<file path="config.mk">
export PLATFORM = sky130hd
export DESIGN_NAME = tcc_chan0
export DESIGN_NICKNAME = d
export VERILOG_FILES = /design/src/include/tcc_pkg.sv /design/src/design/tcc_chan0.sv
export SDC_FILE = /design/constraint.sdc
export NUM_CORES = 1
export LEC_CHECK = 0
export BUFFER_PORTS_ARGS = -buffer_cell sky130_fd_sc_hd__buf_2
export CAP_MARGIN = 10
export CORE_UTILIZATION = 41
export CTS_CLUSTER_SIZE = 30
export DETAILED_ROUTE_END_ITERATION = 8
export PLACE_DENSITY = 0.55
export REMOVE_ABC_BUFFERS = 1
export SLEW_MARGIN = 10
export SYNTH_ARGS = -nofsm -noshare
export SYNTH_HDL_FRONTEND = slang
export SYNTH_SLANG_ARGS = --single-unit
</file>
<file path="constraint.sdc">
create_clock -name clk_sys -period 4.65 [get_ports clk_sys]
set_input_delay 0.2325 -clock clk_sys [delete_from_list [all_inputs] [get_ports clk_sys]]
set_output_delay 0.2325 -clock clk_sys [all_outputs]
set_load 0.05 [all_outputs]
</file>
<file path="src/include/tcc_pkg.sv">
// constants and register map of the capture/compare channel
package tcc_pkg;
  localparam int CNT_W = 16;
  localparam int ADDR_W = 4;
  localparam int DATA_W = 16;
  // register addresses (word index)
  localparam logic [3:0] ADDR_COUNTER = 4'h0;
  localparam logic [3:0] ADDR_GRA = 4'h1;
  localparam logic [3:0] ADDR_GRB = 4'h2;
  localparam logic [3:0] ADDR_GRC = 4'h3;
  localparam logic [3:0] ADDR_GRD = 4'h4;
  localparam logic [3:0] ADDR_STATUS = 4'h5;
  localparam logic [3:0] ADDR_CLEAR = 4'h6;
  localparam logic [3:0] ADDR_IRQ_EN = 4'h7;
  localparam logic [3:0] ADDR_OUT_EN = 4'h8;
  localparam logic [3:0] ADDR_OUT_LVL = 4'h9;
  localparam logic [3:0] ADDR_IO_AB = 4'hA;
  localparam logic [3:0] ADDR_IO_CD = 4'hB;
  localparam logic [3:0] ADDR_RUN = 4'hC;
  // status bit positions
  localparam int ST_CAPA = 0;
  localparam int ST_OVF = 1;
  localparam int ST_CMPB = 2;
  localparam int ST_CMPD = 3;
  localparam int ST_W = 4;
  // output enable register: bit low enables the pin
  localparam int OE_A = 0;
  localparam int OE_B = 1;
  localparam int OE_C = 2;
  localparam int OE_D = 3;
  // output level control: initial level bits
  localparam int LVL_B = 1;
  localparam int LVL_D = 3;
  // io control fields: compare mode select and high-on-match
  localparam int IO_HI_BIT = 1;
  localparam int IO_MODE_BIT = 5;
  localparam int IO_HI_D_BIT = 5;
  localparam int IO_MODE_D_BIT = 7;
  // reset values as configured
  localparam logic [7:0] RST_OUT_EN = 8'hF5;
  localparam logic [7:0] RST_OUT_LVL = 8'h00;
  localparam logic [7:0] RST_IO_AB = 8'h26;
  localparam logic [7:0] RST_IO_CD = 8'hAC;
  localparam logic [15:0] RST_GRB = 16'h3FFF;
  localparam logic [15:0] RST_GRD = 16'h7FFF;
  localparam logic [3:0] RST_IRQ_EN = 4'h3;
  localparam logic [15:0] CNT_MAX = 16'hFFFF;
  localparam logic [15:0] CNT_ONE = 16'h0001;
  localparam logic [15:0] CNT_ZERO = 16'h0000;
  localparam int FILT_LEN = 3;
endpackage

</file>
<file path="src/design/tcc_chan0.sv">
// capture/compare channel 0 of the free-running 16-bit timer
`timescale 1ns/1ps
module tcc_chan0 (
  // clock and reset
  input wire logic clk_sys,
  input wire logic sys_rst,
  // register port
  input wire logic [tcc_pkg::ADDR_W-1:0] reg_addr,
  input wire logic [tcc_pkg::DATA_W-1:0] reg_wdata,
  input wire logic reg_wr,
  input wire logic reg_rd,
  output logic [tcc_pkg::DATA_W-1:0] reg_rdata,
  // pins
  input wire logic capture_in_pin_a,
  output logic compare_out_pin_b,
  output logic compare_out_pin_b_oe_n,
  output logic compare_out_pin_d,
  output logic compare_out_pin_d_oe_n,
  // interrupt
  output logic chan0_irq
);
  import tcc_pkg::*;

  logic [CNT_W-1:0] chan0_counter_ff;
  logic [CNT_W-1:0] general_reg_a_ff, general_reg_b_ff, general_reg_c_ff, general_reg_d_ff;
  logic [ST_W-1:0] status_ff, irq_en_ff, nxt_status;
  logic [ST_W-1:0] nxt_irq_en;
  logic cnt_wr, irq_ff;
  logic [7:0] output_enable_reg_ff, output_level_ctrl_ff, io_ctrl_a_b_ff, io_ctrl_c_d_ff;
  logic run_ff;
  logic [FILT_LEN-1:0] sync_ff;
  logic filt_ff, filt_prev_ff;
  logic pin_b_ff, pin_d_ff;
  logic [DATA_W-1:0] rdata_ff;
  logic cap_evt, ovf_evt, match_b, match_d;

  function automatic logic wr_hit(input logic [ADDR_W-1:0] a);
    return reg_wr && (reg_addr == a);
  endfunction

  // free counting
  // a software write to the counter wins over the count in that cycle
  always_ff @(posedge clk_sys) begin
    if (sys_rst) begin
      chan0_counter_ff <= CNT_ZERO;
    end else if (wr_hit(ADDR_COUNTER)) begin
      chan0_counter_ff <= reg_wdata;
    end else if (run_ff) begin
      chan0_counter_ff <= chan0_counter_ff + CNT_ONE;
    end
  end

  always_ff @(posedge clk_sys) begin
    if (sys_rst) begin
      run_ff <= 1'b1;
    end else if (wr_hit(ADDR_RUN)) begin
      run_ff <= reg_wdata[0];
    end
  end

  // plain nets here: a continuous assignment does not see signals read inside a function
  assign cnt_wr = reg_wr && (reg_addr == ADDR_COUNTER);
  assign ovf_evt = run_ff && (chan0_counter_ff == CNT_MAX) && !cnt_wr;

  // three-stage filter
  // first stage feeds only the second; the level changes once stages two and three agree
  always_ff @(posedge clk_sys) begin
    if (sys_rst) begin
      sync_ff <= '0;
    end else begin
      sync_ff <= {sync_ff[FILT_LEN-2:0], capture_in_pin_a};
    end
  end

  // a pulse shorter than two sample periods never reaches the capture logic
  always_ff @(posedge clk_sys) begin
    if (sys_rst) begin
      filt_ff <= 1'b0;
    end else if (sync_ff[1] == sync_ff[2]) begin
      filt_ff <= sync_ff[2];
    end
  end

  // reset level assumes an idle-low pin; a pin idling high gives one capture after reset
  always_ff @(posedge clk_sys) begin
    if (sys_rst) begin
      filt_prev_ff <= 1'b0;
    end else begin
      filt_prev_ff <= filt_ff;
    end
  end

  assign cap_evt = filt_ff ^ filt_prev_ff;

  always_ff @(posedge clk_sys) begin
    if (sys_rst) begin
      general_reg_a_ff <= CNT_ZERO;
    end else if (cap_evt) begin
      general_reg_a_ff <= chan0_counter_ff;
    end else if (wr_hit(ADDR_GRA)) begin
      general_reg_a_ff <= reg_wdata;
    end
  end

  always_ff @(posedge clk_sys) begin
    if (sys_rst) begin
      general_reg_b_ff <= RST_GRB;
    end else if (wr_hit(ADDR_GRB)) begin
      general_reg_b_ff <= reg_wdata;
    end
  end

  // register c never buffers register a in this mode
  always_ff @(posedge clk_sys) begin
    if (sys_rst) begin
      general_reg_c_ff <= CNT_ZERO;
    end else if (wr_hit(ADDR_GRC)) begin
      general_reg_c_ff <= reg_wdata;
    end
  end

  always_ff @(posedge clk_sys) begin
    if (sys_rst) begin
      general_reg_d_ff <= RST_GRD;
    end else if (wr_hit(ADDR_GRD)) begin
      general_reg_d_ff <= reg_wdata;
    end
  end

  always_ff @(posedge clk_sys) begin
    if (sys_rst) begin
      output_enable_reg_ff <= RST_OUT_EN;
    end else if (wr_hit(ADDR_OUT_EN)) begin
      output_enable_reg_ff <= reg_wdata[7:0];
    end
  end

  always_ff @(posedge clk_sys) begin
    if (sys_rst) begin
      output_level_ctrl_ff <= RST_OUT_LVL;
    end else if (wr_hit(ADDR_OUT_LVL)) begin
      output_level_ctrl_ff <= reg_wdata[7:0];
    end
  end

  always_ff @(posedge clk_sys) begin
    if (sys_rst) begin
      io_ctrl_a_b_ff <= RST_IO_AB;
    end else if (wr_hit(ADDR_IO_AB)) begin
      io_ctrl_a_b_ff <= reg_wdata[7:0];
    end
  end

  always_ff @(posedge clk_sys) begin
    if (sys_rst) begin
      io_ctrl_c_d_ff <= RST_IO_CD;
    end else if (wr_hit(ADDR_IO_CD)) begin
      io_ctrl_c_d_ff <= reg_wdata[7:0];
    end
  end

  always_comb begin
    nxt_irq_en = irq_en_ff;
    if (wr_hit(ADDR_IRQ_EN)) begin
      nxt_irq_en = reg_wdata[ST_W-1:0];
    end
  end

  always_ff @(posedge clk_sys) begin
    if (sys_rst) begin
      irq_en_ff <= RST_IRQ_EN;
    end else begin
      irq_en_ff <= nxt_irq_en;
    end
  end

  // compares run on every count, even once the pin is already high
  assign match_b = io_ctrl_a_b_ff[IO_MODE_BIT] && (chan0_counter_ff == general_reg_b_ff);
  assign match_d = io_ctrl_c_d_ff[IO_MODE_D_BIT] && (chan0_counter_ff == general_reg_d_ff);

  // set-once outputs
  // a write to level control reloads the initial level; later matches only drive high
  always_ff @(posedge clk_sys) begin
    if (sys_rst) begin
      pin_b_ff <= RST_OUT_LVL[LVL_B];
    end else if (wr_hit(ADDR_OUT_LVL)) begin
      pin_b_ff <= reg_wdata[LVL_B];
    end else if (match_b && io_ctrl_a_b_ff[IO_HI_BIT]) begin
      pin_b_ff <= 1'b1;
    end
  end

  always_ff @(posedge clk_sys) begin
    if (sys_rst) begin
      pin_d_ff <= RST_OUT_LVL[LVL_D];
    end else if (wr_hit(ADDR_OUT_LVL)) begin
      pin_d_ff <= reg_wdata[LVL_D];
    end else if (match_d && io_ctrl_c_d_ff[IO_HI_D_BIT]) begin
      pin_d_ff <= 1'b1;
    end
  end

  assign compare_out_pin_b = pin_b_ff;
  assign compare_out_pin_d = pin_d_ff;
  assign compare_out_pin_b_oe_n = output_enable_reg_ff[OE_B];
  assign compare_out_pin_d_oe_n = output_enable_reg_ff[OE_D];

  always_comb begin
    nxt_status = status_ff;
    if (wr_hit(ADDR_CLEAR)) begin
      nxt_status = nxt_status & ~reg_wdata[ST_W-1:0];
    end
    if (cap_evt) begin
      nxt_status[ST_CAPA] = 1'b1;
    end
    if (ovf_evt) begin
      nxt_status[ST_OVF] = 1'b1;
    end
    if (match_b) begin
      nxt_status[ST_CMPB] = 1'b1;
    end
    if (match_d) begin
      nxt_status[ST_CMPD] = 1'b1;
    end
  end

  always_ff @(posedge clk_sys) begin
    if (sys_rst) begin
      status_ff <= '0;
    end else begin
      status_ff <= nxt_status;
    end
  end

  // enable mask gates irq
  // built from next-state values, so the flop moves on the same edge as the flags
  always_ff @(posedge clk_sys) begin
    if (sys_rst) begin
      irq_ff <= 1'b0;
    end else begin
      irq_ff <= |(nxt_status & nxt_irq_en);
    end
  end

  assign chan0_irq = irq_ff;

  // read port: unmapped addresses return zero
  // zero outside the answer cycle, so several ports can be ORed onto one bus
  always_ff @(posedge clk_sys) begin
    if (sys_rst) begin
      rdata_ff <= '0;
    end else if (reg_rd) begin
      if (reg_addr == ADDR_COUNTER) begin
        rdata_ff <= chan0_counter_ff;
      end else if (reg_addr == ADDR_GRA) begin
        rdata_ff <= general_reg_a_ff;
      end else if (reg_addr == ADDR_GRB) begin
        rdata_ff <= general_reg_b_ff;
      end else if (reg_addr == ADDR_GRC) begin
        rdata_ff <= general_reg_c_ff;
      end else if (reg_addr == ADDR_GRD) begin
        rdata_ff <= general_reg_d_ff;
      end else if (reg_addr == ADDR_STATUS) begin
        rdata_ff <= {{(DATA_W-ST_W){1'b0}}, status_ff};
      end else if (reg_addr == ADDR_IRQ_EN) begin
        rdata_ff <= {{(DATA_W-ST_W){1'b0}}, irq_en_ff};
      end else if (reg_addr == ADDR_OUT_EN) begin
        rdata_ff <= {8'h00, output_enable_reg_ff};
      end else if (reg_addr == ADDR_OUT_LVL) begin
        rdata_ff <= {8'h00, output_level_ctrl_ff};
      end else if (reg_addr == ADDR_IO_AB) begin
        rdata_ff <= {8'h00, io_ctrl_a_b_ff};
      end else if (reg_addr == ADDR_IO_CD) begin
        rdata_ff <= {8'h00, io_ctrl_c_d_ff};
      end else if (reg_addr == ADDR_RUN) begin
        rdata_ff <= {15'h0000, run_ff};
      end else begin
        rdata_ff <= '0;
      end
    end else begin
      rdata_ff <= '0;
    end
  end

  assign reg_rdata = rdata_ff;
endmodule // tcc_chan0

</file>
# After elaboration in Yosys (flattened, before gate mapping)
# Index checks and enable logic that the tools add are counted.
dict set report word_totals {
  register_bits 145
  elab_cells 93
}
dict set report op_classes {
  n_addsub 1
  reduce_logical 26
  n_bitwise 5
  n_eq_ne 16
  n_mux 26
}
# operator count
set ops {}
lappend ops {{$mux W16} 9}
lappend ops {{$mux W8} 6}
lappend ops {{$eq A16 B16 Y1} 2}
lappend ops {{$eq A4 B4 Y1 const B} 5}
lappend ops {{$logic_and A1 B1 Y1} 18}
lappend ops {{$add A16 B1 Y16 const B} 1}
lappend ops {{$eq A16 B16 Y1 const B} 1}
lappend ops {{$eq A4 B3 Y1 const B} 4}
lappend ops {{$mux W1} 9}
lappend ops {{$and A4 B4 Y4} 2}
lappend ops {{$eq A4 B2 Y1 const B} 2}
lappend ops {{$mux W4} 2}
lappend ops {{$reduce_bool A2 Y1} 4}
lappend ops {{$eq A4 B1 Y1 const B} 1}
lappend ops {{$logic_not A4 Y1} 1}
lappend ops {{$not A4 Y4} 1}
lappend ops {{$reduce_or A4 Y1} 1}
lappend ops {{$reduce_or A2 Y1} 1}
lappend ops {{$eq A1 B1 Y1} 1}
lappend ops {{$logic_not A1 Y1} 1}
lappend ops {{$not A1 Y1} 1}
lappend ops {{$xor A1 B1 Y1} 1}

# Longest topological paths before layout
# Gate-level depths: netlist of the first run.
dict set report depth {
  depth_word 13
  ltp_mapped 9
  mapped_depth_nobuf 7
}

# Worst setup path before layout of the first run
# No wires, ideal clock.
dict set report synth_timing {
  kind {flip-flop to flip-flop}
  startpoint {register chan0_counter_ff[3]}
  endpoint {register pin_b_ff (netlist: compare_out_pin_b)}
  path_slack_ns 3.062
  n_path_buf 1
  t_arrival_ns 1.515
  required_time_ns 4.577
  stages_incl_launch_ff 8
  period_less_slack_ns 1.588
  cell_sequence {dfxtp_1 > buf_6 > xor2_1 > nor4_2 > nand3_1 > nor4_4 > a211oi_1 > nor3_2}
}
dict set report synth_via {
  elab_chain_cells 4
}
# element line_no
set synth_lines {}
lappend synth_lines {{from (decl)} tcc_chan0.sv:24} ;# logic [CNT_W-1:0] chan0_counter_ff;
lappend synth_lines {{from (signal assigned)} tcc_chan0.sv:47} ;# chan0_counter_ff <= reg_wdata;
lappend synth_lines {{from (signal assigned)} tcc_chan0.sv:49} ;# chan0_counter_ff <= chan0_counter_ff + CNT_ONE;
lappend synth_lines {{$eq A16 B16 Y1} tcc_chan0.sv:178} ;# assign match_b = io_ctrl_a_b_ff[IO_MODE_BIT] && (chan0_counter_ff == general_reg_b_ff);
lappend synth_lines {{$logic_and A1 B1 Y1} tcc_chan0.sv:178}
lappend synth_lines {{$logic_and A1 B1 Y1} tcc_chan0.sv:188} ;# end else if (match_b && io_ctrl_a_b_ff[IO_HI_BIT]) begin
lappend synth_lines {{$reduce_bool A2 Y1 (no line)} --}
lappend synth_lines {{to (signal assigned)} tcc_chan0.sv:185} ;# pin_b_ff <= RST_OUT_LVL[LVL_B];
lappend synth_lines {{to (signal assigned)} tcc_chan0.sv:187} ;# pin_b_ff <= reg_wdata[LVL_B];
lappend synth_lines {{to (decl)} tcc_chan0.sv:33} ;# logic pin_b_ff, pin_d_ff;
# Every way passes these cells.
# A chain may end at the register's enable or synchronous reset.

# Worst setup path after layout of the first run
dict set report layout_timing {
  startpoint {input port reg_addr[1] (netlist name)}
  endpoint {register irq_ff (netlist: chan0_irq)}
}
dict set report layout_via {
  elab_chain_cells 7
  elab_cells_between_ends 16
}
# element line_no
set layout_lines {}
lappend layout_lines {{from (decl)} tcc_chan0.sv:8} ;# input wire logic [tcc_pkg::ADDR_W-1:0] reg_addr,
lappend layout_lines {{$logic_not A4 Y1} tcc_chan0.sv:62} ;# assign cnt_wr = reg_wr && (reg_addr == ADDR_COUNTER);
lappend layout_lines {{$logic_and A1 B1 Y1} tcc_chan0.sv:62}
lappend layout_lines {{$logic_not A1 Y1} tcc_chan0.sv:63} ;# assign ovf_evt = run_ff && (chan0_counter_ff == CNT_MAX) && !cnt_wr;
lappend layout_lines {{$logic_and A1 B1 Y1} tcc_chan0.sv:63}
lappend layout_lines {{$mux W1} tcc_chan0.sv:216} ;# if (ovf_evt) begin
lappend layout_lines {{$and A4 B4 Y4 *} tcc_chan0.sv:241} ;# irq_ff <= |(nxt_status & nxt_irq_en);
lappend layout_lines {{$reduce_or A4 Y1 *} tcc_chan0.sv:241}
lappend layout_lines {{to (signal assigned)} tcc_chan0.sv:241}
lappend layout_lines {{to (decl)} tcc_chan0.sv:28} ;# logic cnt_wr, irq_ff;
# Mark *: on every way between the ends. The rest lies on a longest branch, timed or not.

==> results.ini, run 1 <==
[status]
status = finished, final reports clean

[sta]
hold_viol_final = 0
max_slew_margin = 0.156
worstMarginPinSlew_ps = 1260
max_freq_mhz = 406
skew_ps = 8.91
finalCriticalPeriod_ps = 2460
rsz0062_at_grt = false
setup_viol = 0
setup_tns_ps = 0
fin_crit_sh = 0.529
drv_slew = 0

[setup_path]
r2r-start = chan0_counter_ff[1]
ff2ff_setup_slack_ps = 2270
rr_worst_depth = 7
cp-end-kind = register
cp_cell_sequence = buf_2, nand2_1, nor3_1, a21boi_0, a41oi_1, o22a_1, a31oi_1
r2r-end = chan0_irq
crit_type = input port to register
crit_fanout = 29
start_kind = input port
path_buf_inv = 1
slowest_stage = nor3_1
path_delay_family = compound AO/OA/AOI/OAI gates
cp.arrival_ps = 2730
cpPeakStageDelay_ps = 580
worstPathRequired_ps = 4910

[finish]
insertedDiodeCount = 0
layout.nets = 839
final_cell_mix = nand2_1, dfxtp_1, nor2_1
fill_cells = 1639
instances_no_fill = 1046
regArea_sq_um = 2900
layout_commonest_cell = nand2_1
layout-drive-gt1-share = 0.131
area_delta_synth_final_pct = 10.6
multi_input_area_sq_um = 3740

[synth]
synth_edf_count = 0
ys_types = 60
synth-seq-cells = 145
synth_warnings = 0
synthesis.area_sq_um = 7060
synth_top_flop_cell = dfxtp_1
avgSynthCellArea_sq_um = 8.61
yosysSeqAreaShare = 0.411
synthCells = 820
async_flop_share = 0

[clock_tree]
cts_tree = done
path_clk_slew_ps = 60
postCtsHoldBufs = 1
ctsRootBufferMaster = clkbuf_16
cts.repair.resized = 0
htreeDepth = 4
cts_setup_buffers = 0
numCtsBuffers = 17
cts_buffer_depth = 2
clk_latency_ps = 430
clock-sinks = 145

[die]
coreArea_sq_um = 16700
dieArea_sq_um = 17700
io_pins = 46
die_y_microns = 133
rows = 47
die_x_microns = 133
start_util = 0.423

[detailed_routing]
num_vias = 5976
drt-vias-per-instance = 5.71
drtIter0Drc = 587
dr.pass1.iters = 6
drtAntennaViolNets = 0
wl_per_cell_microns = 20.2
drt-total-wl_mm = 21.1
drc = 0

[place]
place.gp.congestion = 0.880
io_buffers = 45
dpl.cell_count = 1013
hpwl_mm = 13.7

[global_routing]
grt_pass1_wl_mm = 33.2
grt.overflow.total = 0
antenna_found_initial = 0
grt_max_degree = 52
grtUsageTotal = 0.247
first_global_vias = 5787

[hold_path]
hold_end = general_reg_d_ff[15]
min_path_type = input port to register
min-delay-start = reg_wdata[15]
hold_depth = 3

[power_and_ir_drop]
power_density_nw_per_um2 = 376
ir_drop_mv = 0.275
p_leak_nw = 2.97

[job]
cap_violations = 0

[report_power, final]
group          internal (mW)  switching (mW)
logic                 0.0826           0.168
clock network          0.855           0.537
registers               1.27          0.0266
total                   2.21           0.731
[worst max-delay path by stage]
stage	cells past startpoint	endpoint	from
3_3_place_gp	7	chan0_irq	reg_addr[1]
6_report	7	chan0_irq	reg_addr[1]
3_5_place_dp	5	general_reg_a_ff[6]	reg_addr[2]
2_1_floorplan	5	chan0_irq	reg_addr[1]
5_1_grt	5	general_reg_a_ff[1]	reg_addr[2]
4_1_cts	7	chan0_irq	chan0_counter_ff[1]
[cells by family (layout without fill, tap and decap cells)]
| logic type | after synthesis | after routing | synth area share |
|---|---|---|---|
| adder cells (fa/ha/maj) | 1 | 1 | 0.00177 |
| AO/OA/AOI/OAI | 153 | 153 | 0.149 |
| buffers and inverters | 84 | 90 | 0.0603 |
| multiplexers | 72 | 72 | 0.110 |
| AND/OR/NAND/NOR | 317 | 317 | 0.208 |
| XOR/XNOR | 48 | 48 | 0.0596 |
| flip-flops | 145 | 145 | 0.411 |
[worst min-delay path: stages]
cell	delay [ps]
buf_2	130
nand2_1	60
a21oi_1	50
[per-layer routing]
metal  global-route usage  vias to the layer above  share of wire
met3               0.0430                       39          0.058
met4               0.0915                        0          0.022
met1                0.333                     2888           0.45
met5                    0                        -              0
li1                     -                     2823              -
met2                0.396                      226           0.47
[through the flow]
step	worst slack, ps	utilization	total power [mW]	area [sq um]	hold WS, ps
after global placement	1820	0.432	1.56	7210	436
after floorplan	2230	-	1.45	6660	302
final	2190	0.467	2.94	7810	80.1
after global routing	2140	0.467	3.03	7810	89.8
after CTS	2270	0.467	2.95	7810	59.4
after detailed placement	1890	0.432	1.57	7210	447
[state kept, by name, summed over array words and instances (netlist names)]
register / count
io_ctrl_a_b_ff: 8
irq_en_ff: 4
chan0_irq: 1
compare_out_pin_b: 1
compare_out_pin_d: 1
general_reg_c_ff: 16
output_level_ctrl_ff: 8
general_reg_d_ff: 16
output_enable_reg_ff: 8
chan0_counter_ff: 16
io_ctrl_c_d_ff: 8
general_reg_a_ff: 16
general_reg_b_ff: 16
filt_ff: 1
reg_rdata: 16
filt_prev_ff: 1
sync_ff: 3
run_ff: 1
status_ff: 4
[cell usage after synthesis (7+ instances only)]
library cell,number,area share
xor2_1,18,0.022
a21oi_1,46,0.033
nand3b_1,16,0.017
nor2_1,80,0.043
a22o_1,10,0.012
buf_2,19,0.013
o21ai_0,15,0.011
mux2i_1,62,0.088
and3_1,8,0.0071
nand3_1,21,0.015
nand4_1,7,0.0062
xnor2_1,30,0.037
a211oi_1,36,0.038
nand2_1,151,0.080
dfxtp_1,145,0.41
clkbuf_1,45,0.024
[layout make-up]
class | instances | share of cell area
Multi-Input combinational cell | 591 | 0.479
Tap cell | 220 | 0.0353
Inverter | 6 | 0.00288
Sequential cell | 145 | 0.372
Timing Repair Buffer | 52 | 0.0359
Clock inverter | 10 | 0.0173
Clock buffer | 22 | 0.0582
(Power assumes the default switching activity.)
==> run 2: changes to the inputs <==
==> constraint.sdc (replaced) <==
create_clock -name clk_sys -period 2.3 [get_ports clk_sys]
set_input_delay 0.115 -clock clk_sys [delete_from_list [all_inputs] [get_ports clk_sys]]
set_output_delay 0.115 -clock clk_sys [all_outputs]
set_load 0.05 [all_outputs]
==> run 2 against run 1 <==
Net effect:
- core utilization is 2.0 points higher
- worst hold slack worse by 25 ps
- first-iteration DRC count is 1.7% lower
- non-clock buffer count is 34 higher
- register-to-register slack worse by 2000 ps
- critical path type is now register to register
- largest power group unchanged
==> results.ini, run 2 (synthesized netlist as in run 1, its figures left out) <==
[clock_tree]
cts_tree = done  ; unchanged
cts_buffer_depth = 2  ; unchanged
numCtsBuffers = 17  ; unchanged
clock-sinks = 145  ; unchanged
cts_setup_buffers = 0  ; unchanged
htreeDepth = 4  ; unchanged
clk_latency_ps = 430  ; about the same
path_clk_slew_ps = 60  ; about the same
ctsRootBufferMaster = clkbuf_16  ; unchanged

[setup_path]
crit_type = register to register  ; was input port to register
worstPathRequired_ps = 2650  ; was 4910 ps
cpPeakStageDelay_ps = 500  ; was 580 ps
cp-end-kind = register  ; unchanged
cp_cell_sequence = and3_1, nand3_1, nor2_1, a41oi_1, o22a_1, a31oi_1  ; was buf_2, nand2_1, nor3_1, a21boi_0, a41oi_1, o22a_1, a31oi_1
start_kind = register  ; was input port
rr_worst_depth = 6  ; was 7
ff2ff_setup_slack_ps = 320  ; was 2270 ps
cp.arrival_ps = 2330  ; was 2730 ps
crit_fanout = 6  ; was 29
slowest_stage = dfxtp_1  ; was nor3_1

[place]
hpwl_mm = 14.7  ; was 13.7 mm
place.gp.congestion = 0.873  ; was 0.880
io_buffers = 45  ; unchanged

[power_and_ir_drop]
ir_drop_mv = 0.506  ; was 0.275 mV
comb_power_share = 0.092  ; was 0.085
clkPwrFrac = 0.478  ; was 0.474
seq_power_share = 0.430  ; was 0.441
netSwitchingPower_mw = 1.46  ; was 0.731 mW
power_density_nw_per_um2 = 745  ; was 376 nW/um^2
internal_power_mw = 4.61  ; was 2.21 mW
switching_share = 0.241  ; was 0.249
finalPower_mw = 6.07  ; was 2.94 mW
p_leak_nw = 3.16  ; was 2.97 nW

[global_routing]
grt_pass1_wl_mm = 33.6  ; was 33.2 mm
first_global_vias = 5775  ; was 5787
grtUsageTotal = 0.250  ; was 0.247
grt_max_degree = 99  ; was 52
antenna_found_initial = 0  ; unchanged
grt.overflow.total = 0  ; unchanged

[sta]
worstMarginPinSlew_ps = 907  ; was 1260 ps
finalCriticalPeriod_ps = 1980
setup_tns_ps = 0  ; unchanged
rsz0062_at_grt = false  ; unchanged
skew_ps = 5.83  ; was 8.91 ps
drv_slew = 0  ; unchanged
fin_crit_sh = 0.861
hold_viol_final = 0  ; unchanged
max_slew_margin = 0.395  ; was 0.156
setup_viol = 0  ; unchanged
max_freq_mhz = 505

[detailed_routing]
drtAntennaViolNets = 0  ; unchanged
drtIter0Drc = 577  ; was 587
dr.pass1.iters = 5  ; was 6
drc = 0  ; unchanged
wl_per_cell_microns = 20.0  ; was 20.2 microns
drt-total-wl_mm = 21.6  ; was 21.1 mm
num_vias = 6107  ; was 5976
drt-vias-per-instance = 5.65  ; was 5.71

[finish]
insertedDiodeCount = 0  ; unchanged
layout_commonest_cell = nand2_1  ; unchanged
final_cell_mix = nand2_1, dfxtp_1, nor2_1  ; unchanged
layout.nets = 873  ; was 839
area_delta_synth_final_pct = 15.4  ; was 10.6%
layout-drive-gt1-share = 0.160  ; was 0.131
final_core_util = 0.488  ; was 0.467

[die]
die_x_microns = 133  ; unchanged
dieArea_sq_um = 17700  ; unchanged
start_util = 0.423  ; unchanged
die_y_microns = 133  ; unchanged
coreArea_sq_um = 16700  ; unchanged
io_pins = 46  ; unchanged
rows = 47  ; unchanged

[status]
status = finished, final reports clean  ; unchanged

[hold_path]
min_path_type = input port to register  ; unchanged
hold_depth = 3  ; unchanged

[job]
cap_violations = 0  ; unchanged

## run 2: changes by cell type in the layout (fill, tap and decap cells not counted), sizes merged
cell and delta:
buf +26, dlygate4sd3 +8, clkinv -1, clkinvlp +1
## run 2: power groups by stage
stage / combinational [mW] / sequential [mW] / clock, mW
finish: 0.559 / 2.61 / 2.90
global route: 0.594 / 2.62 / 3.05
CTS: 0.551 / 2.61 / 2.94
detailed placement: 0.537 / 2.66 / 0
global placement: 0.534 / 2.66 / 0
floorplan: 0.244 / 2.69 / 0
## run 2: final timing paths
kind	start	end
max	chan0_counter_ff[7]	chan0_irq
min	reg_wdata[5]	output_level_ctrl_ff[5]
min reg2reg	sync_ff[0]	sync_ff[1]
max reg2reg	chan0_counter_ff[7]	chan0_irq
## run 2: final cells by class
| cell class | instances | area [sq um] |
|---|---|---|
| well taps | 220 | 275 |
| multi-input cells | 591 | 3740 |
| clock buffers | 22 | 494 |
| repair buffers | 86 | 581 |
| inverters | 6 | 22.5 |
| clock inverters | 10 | 130 |
| flip-flops and latches | 145 | 2900 |
| fillers | 1606 | 8560 |
## run 2: worst max-delay path: cells and delay by family (launching register included)
family,cells,cell delay [ps]
AOI/OAI and AO/OA,3,570
DFF,1,500
and+or+nand+nor,3,840
## run 2: metrics by stage
step	instance area [sq um]	std cells	setup WS (ps)	hold WS, ps
floorplan	6660	742	-0.657	184
global placement	7430	1039	339	337
detailed placement	7430	1039	302	332
CTS	8140	1080	310	36.6
global route	8140	1080	153	53.7
finish	8140	1080	319	55.3
## run 2: repair_timing
item / CTS / global route
endpoints found under the hold margin: 23 / 0
gates resized for setup: 0 / 0
hold buffers: 9 / 0
## run 2: per-layer routing
layer | vias to the layer above | global-route usage | part of all wire
met2 | 212 | 0.393 | 0.46
met3 | 34 | 0.0365 | 0.053
met4 | 0 | 0.0915 | 0.017
met1 | 2966 | 0.347 | 0.47
met5 | - | 0 | 0
li1 | 2895 | - | -
==> run 3: changes to the inputs <==
--- a/config.mk
+++ b/config.mk
@@ -7,10 +7,10 @@
 export LEC_CHECK = 0
 export BUFFER_PORTS_ARGS = -buffer_cell sky130_fd_sc_hd__buf_2
 export CAP_MARGIN = 10
-export CORE_UTILIZATION = 41
+export CORE_UTILIZATION = 60
 export CTS_CLUSTER_SIZE = 30
 export DETAILED_ROUTE_END_ITERATION = 8
-export PLACE_DENSITY = 0.55
+export PLACE_DENSITY = 0.76
 export REMOVE_ABC_BUFFERS = 1
 export SLEW_MARGIN = 10
 export SYNTH_ARGS = -nofsm -noshare
==> run 3 against run 2 <==
Net effect:
- final area shrank 2.0%
- clock skew grew 1.4 ps
- non-clock buffer count rose by 2
- global-route usage increased by 9.8 points
- critical endpoint unchanged
- first-iteration DRC count is 17% higher
- maximum frequency fell by 11%
- clock-buffer cell count is 3 higher
- wire length decreased by 3.7%
- clock power is 10% lower
- highest routed layer unchanged
- worst setup slack worse by 240 ps
==> results.ini, run 3 (synthesized netlist as in run 1, its figures left out) <==
[status]
status = finished, final reports clean  ; unchanged

[finish]
insertedDiodeCount = 0  ; unchanged
layout.nets = 875  ; was 873
instances_no_fill = 1005  ; was 1080
area_delta_synth_final_pct = 13.0  ; was 15.4%
layout_commonest_cell = nand2_1  ; unchanged
layout-drive-gt1-share = 0.160  ; about the same
final_cell_mix = nand2_1, dfxtp_1, nor2_1  ; unchanged

[place]
dpl.cell_count = 964  ; was 1039
io_buffers = 45  ; unchanged
hpwl_mm = 13.8  ; was 14.7 mm
place_ws_ps = 203  ; was 302 ps
place.gp.congestion = 0.946  ; was 0.873

[global_routing]
grtUsageTotal = 0.348  ; was 0.250
grt.overflow.total = 0  ; unchanged
grt_pass1_wl_mm = 32.9  ; was 33.6 mm
grt_max_degree = 74  ; was 99
first_global_vias = 6075  ; was 5775
antenna_found_initial = 0  ; unchanged

[power_and_ir_drop]
switching_share = 0.252  ; was 0.241
clkPwrFrac = 0.451  ; was 0.478
internal_power_mw = 4.31  ; was 4.61 mW
comb_power_share = 0.096  ; was 0.092
ir_drop_mv = 0.712  ; was 0.506 mV
seq_power_share = 0.452  ; was 0.430
power_density_nw_per_um2 = 723  ; was 745 nW/um^2
finalPower_mw = 5.77  ; was 6.07 mW
p_leak_nw = 3.13  ; was 3.16 nW
netSwitchingPower_mw = 1.45  ; was 1.46 mW

[clock_tree]
numCtsBuffers = 17  ; unchanged
clk_latency_ps = 430  ; about the same
path_clk_slew_ps = 60  ; about the same
cts_buffer_depth = 2  ; unchanged
cts_tree = done  ; unchanged
ctsRootBufferMaster = clkbuf_16  ; unchanged
htreeDepth = 4  ; unchanged
cts.repair.resized = 0  ; unchanged
clock-sinks = 145  ; unchanged

[die]
die_x_microns = 110  ; was 133 microns
dieArea_sq_um = 12200  ; was 17700 sq um
die_y_microns = 110  ; was 133 microns
io_pins = 46  ; unchanged
coreArea_sq_um = 11400  ; was 16700 sq um
rows = 39  ; was 47
start_util = 0.618  ; was 0.423

[setup_path]
cp-end-kind = register  ; unchanged
path_buf_inv = 0  ; unchanged
cp.arrival_ps = 2570  ; was 2330 ps
crit_fanout = 8  ; was 6
slowest_stage = dfxtp_1  ; unchanged
cpPeakStageDelay_ps = 560  ; was 500 ps
cp_cell_sequence = xor2_1, nor4_1, nand4_1, nor4_2, o21bai_1, a31oi_1  ; was and3_1, nand3_1, nor2_1, a41oi_1, o22a_1, a31oi_1
crit_type = register to register  ; unchanged
start_kind = register  ; unchanged
path_delay_family = simple AND/OR/NAND/NOR gates  ; unchanged
worstPathRequired_ps = 2650  ; about the same
ff2ff_setup_slack_ps = 80  ; was 320 ps

[sta]
fin_ws_ps = 78.8  ; was 319 ps
skew_ps = 7.28  ; was 5.83 ps
setup_viol = 0  ; unchanged
worstMarginPinSlew_ps = 791  ; was 907 ps
max_freq_mhz = 450  ; was 505 MHz
finalCriticalPeriod_ps = 2220  ; was 1980 ps
max_slew_margin = 0.473  ; was 0.395
rsz0062_at_grt = false  ; unchanged
fin_crit_sh = 0.966  ; was 0.861
setup_tns_ps = 0  ; unchanged
drv_slew = 0  ; unchanged
hold_viol_final = 0  ; unchanged

[detailed_routing]
drt-vias-per-instance = 6.25  ; was 5.65
drc = 0  ; unchanged
dr.pass1.iters = 5  ; unchanged
wl_per_cell_microns = 20.7  ; was 20.0 microns
num_vias = 6277  ; was 6107
drtIter0Drc = 675  ; was 577
drtAntennaViolNets = 0  ; unchanged
drt-total-wl_mm = 20.8  ; was 21.6 mm

[hold_path]
min_path_type = input port to register  ; unchanged

[job]
cap_violations = 0  ; unchanged

## run 3: cell types whose count changed in the layout (fill, tap and decap cells not counted), sizes merged
cell      before  now
clkinvlp       2    3
clkbuf        22   25
bufinv         3    0
buf           77   79
clkinv         5    4
## run 3: worst paths after layout
kind / start / cells after the start / end
min reg2reg: sync_ff[0] / 1 / sync_ff[1]
min: reg_wdata[5] / 3 / general_reg_c_ff[5]
max reg2reg: chan0_counter_ff[10] / 6 / chan0_irq
max: chan0_counter_ff[10] / 6 / chan0_irq
## run 3: power groups by stage
stage	combinational (mW)	sequential [mW]	clock (mW)
2_1_floorplan	0.244	2.69	0
3_3_place_gp	0.517	2.66	0
3_5_place_dp	0.525	2.66	0
4_1_cts	0.541	2.61	2.62
5_1_grt	0.588	2.61	2.73
6_report	0.555	2.61	2.60
## run 3: worst reg2reg max path, stage by stage (launching register included)
cell	delay, ps
dfxtp_1	560
xor2_1	140
nor4_1	450
nand4_1	170
nor4_2	400
o21bai_1	200
a31oi_1	210
## run 3: through the flow
stage                      util  area (sq um)  hold slack [ps]
after global placement    0.641          7320              331
after global routing      0.699          7980             35.6
after detailed placement  0.641          7320              333
after floorplan               -          6660              184
final                     0.699          7980             17.1
after CTS                 0.699          7980             6.50
## run 3: layout make-up
type                       instances  area (sq um)
inverter                           6          22.5
tap                              143           179
clock inverter                     7          50.0
sequential                       145          2900
multi-input combinational        591          3740
clock buffer                      25           515
timing repair buffer              88           571
fill                             930          3440
## run 3: what timing repair did
action	4_1_cts	5_1_grt
buffers inserted	0	0
hold buffers	9	0
endpoints found under the hold margin	22	0
## run 3: per-layer routing
layer / track usage / vias up / wire [microns]
li1: - / 2896 / -
met1: 0.444 / 2957 / 8500
met2: 0.541 / 357 / 9420
met3: 0.0939 / 67 / 2010
met4: 0.173 / 0 / 822
met5: 0 / - / 0
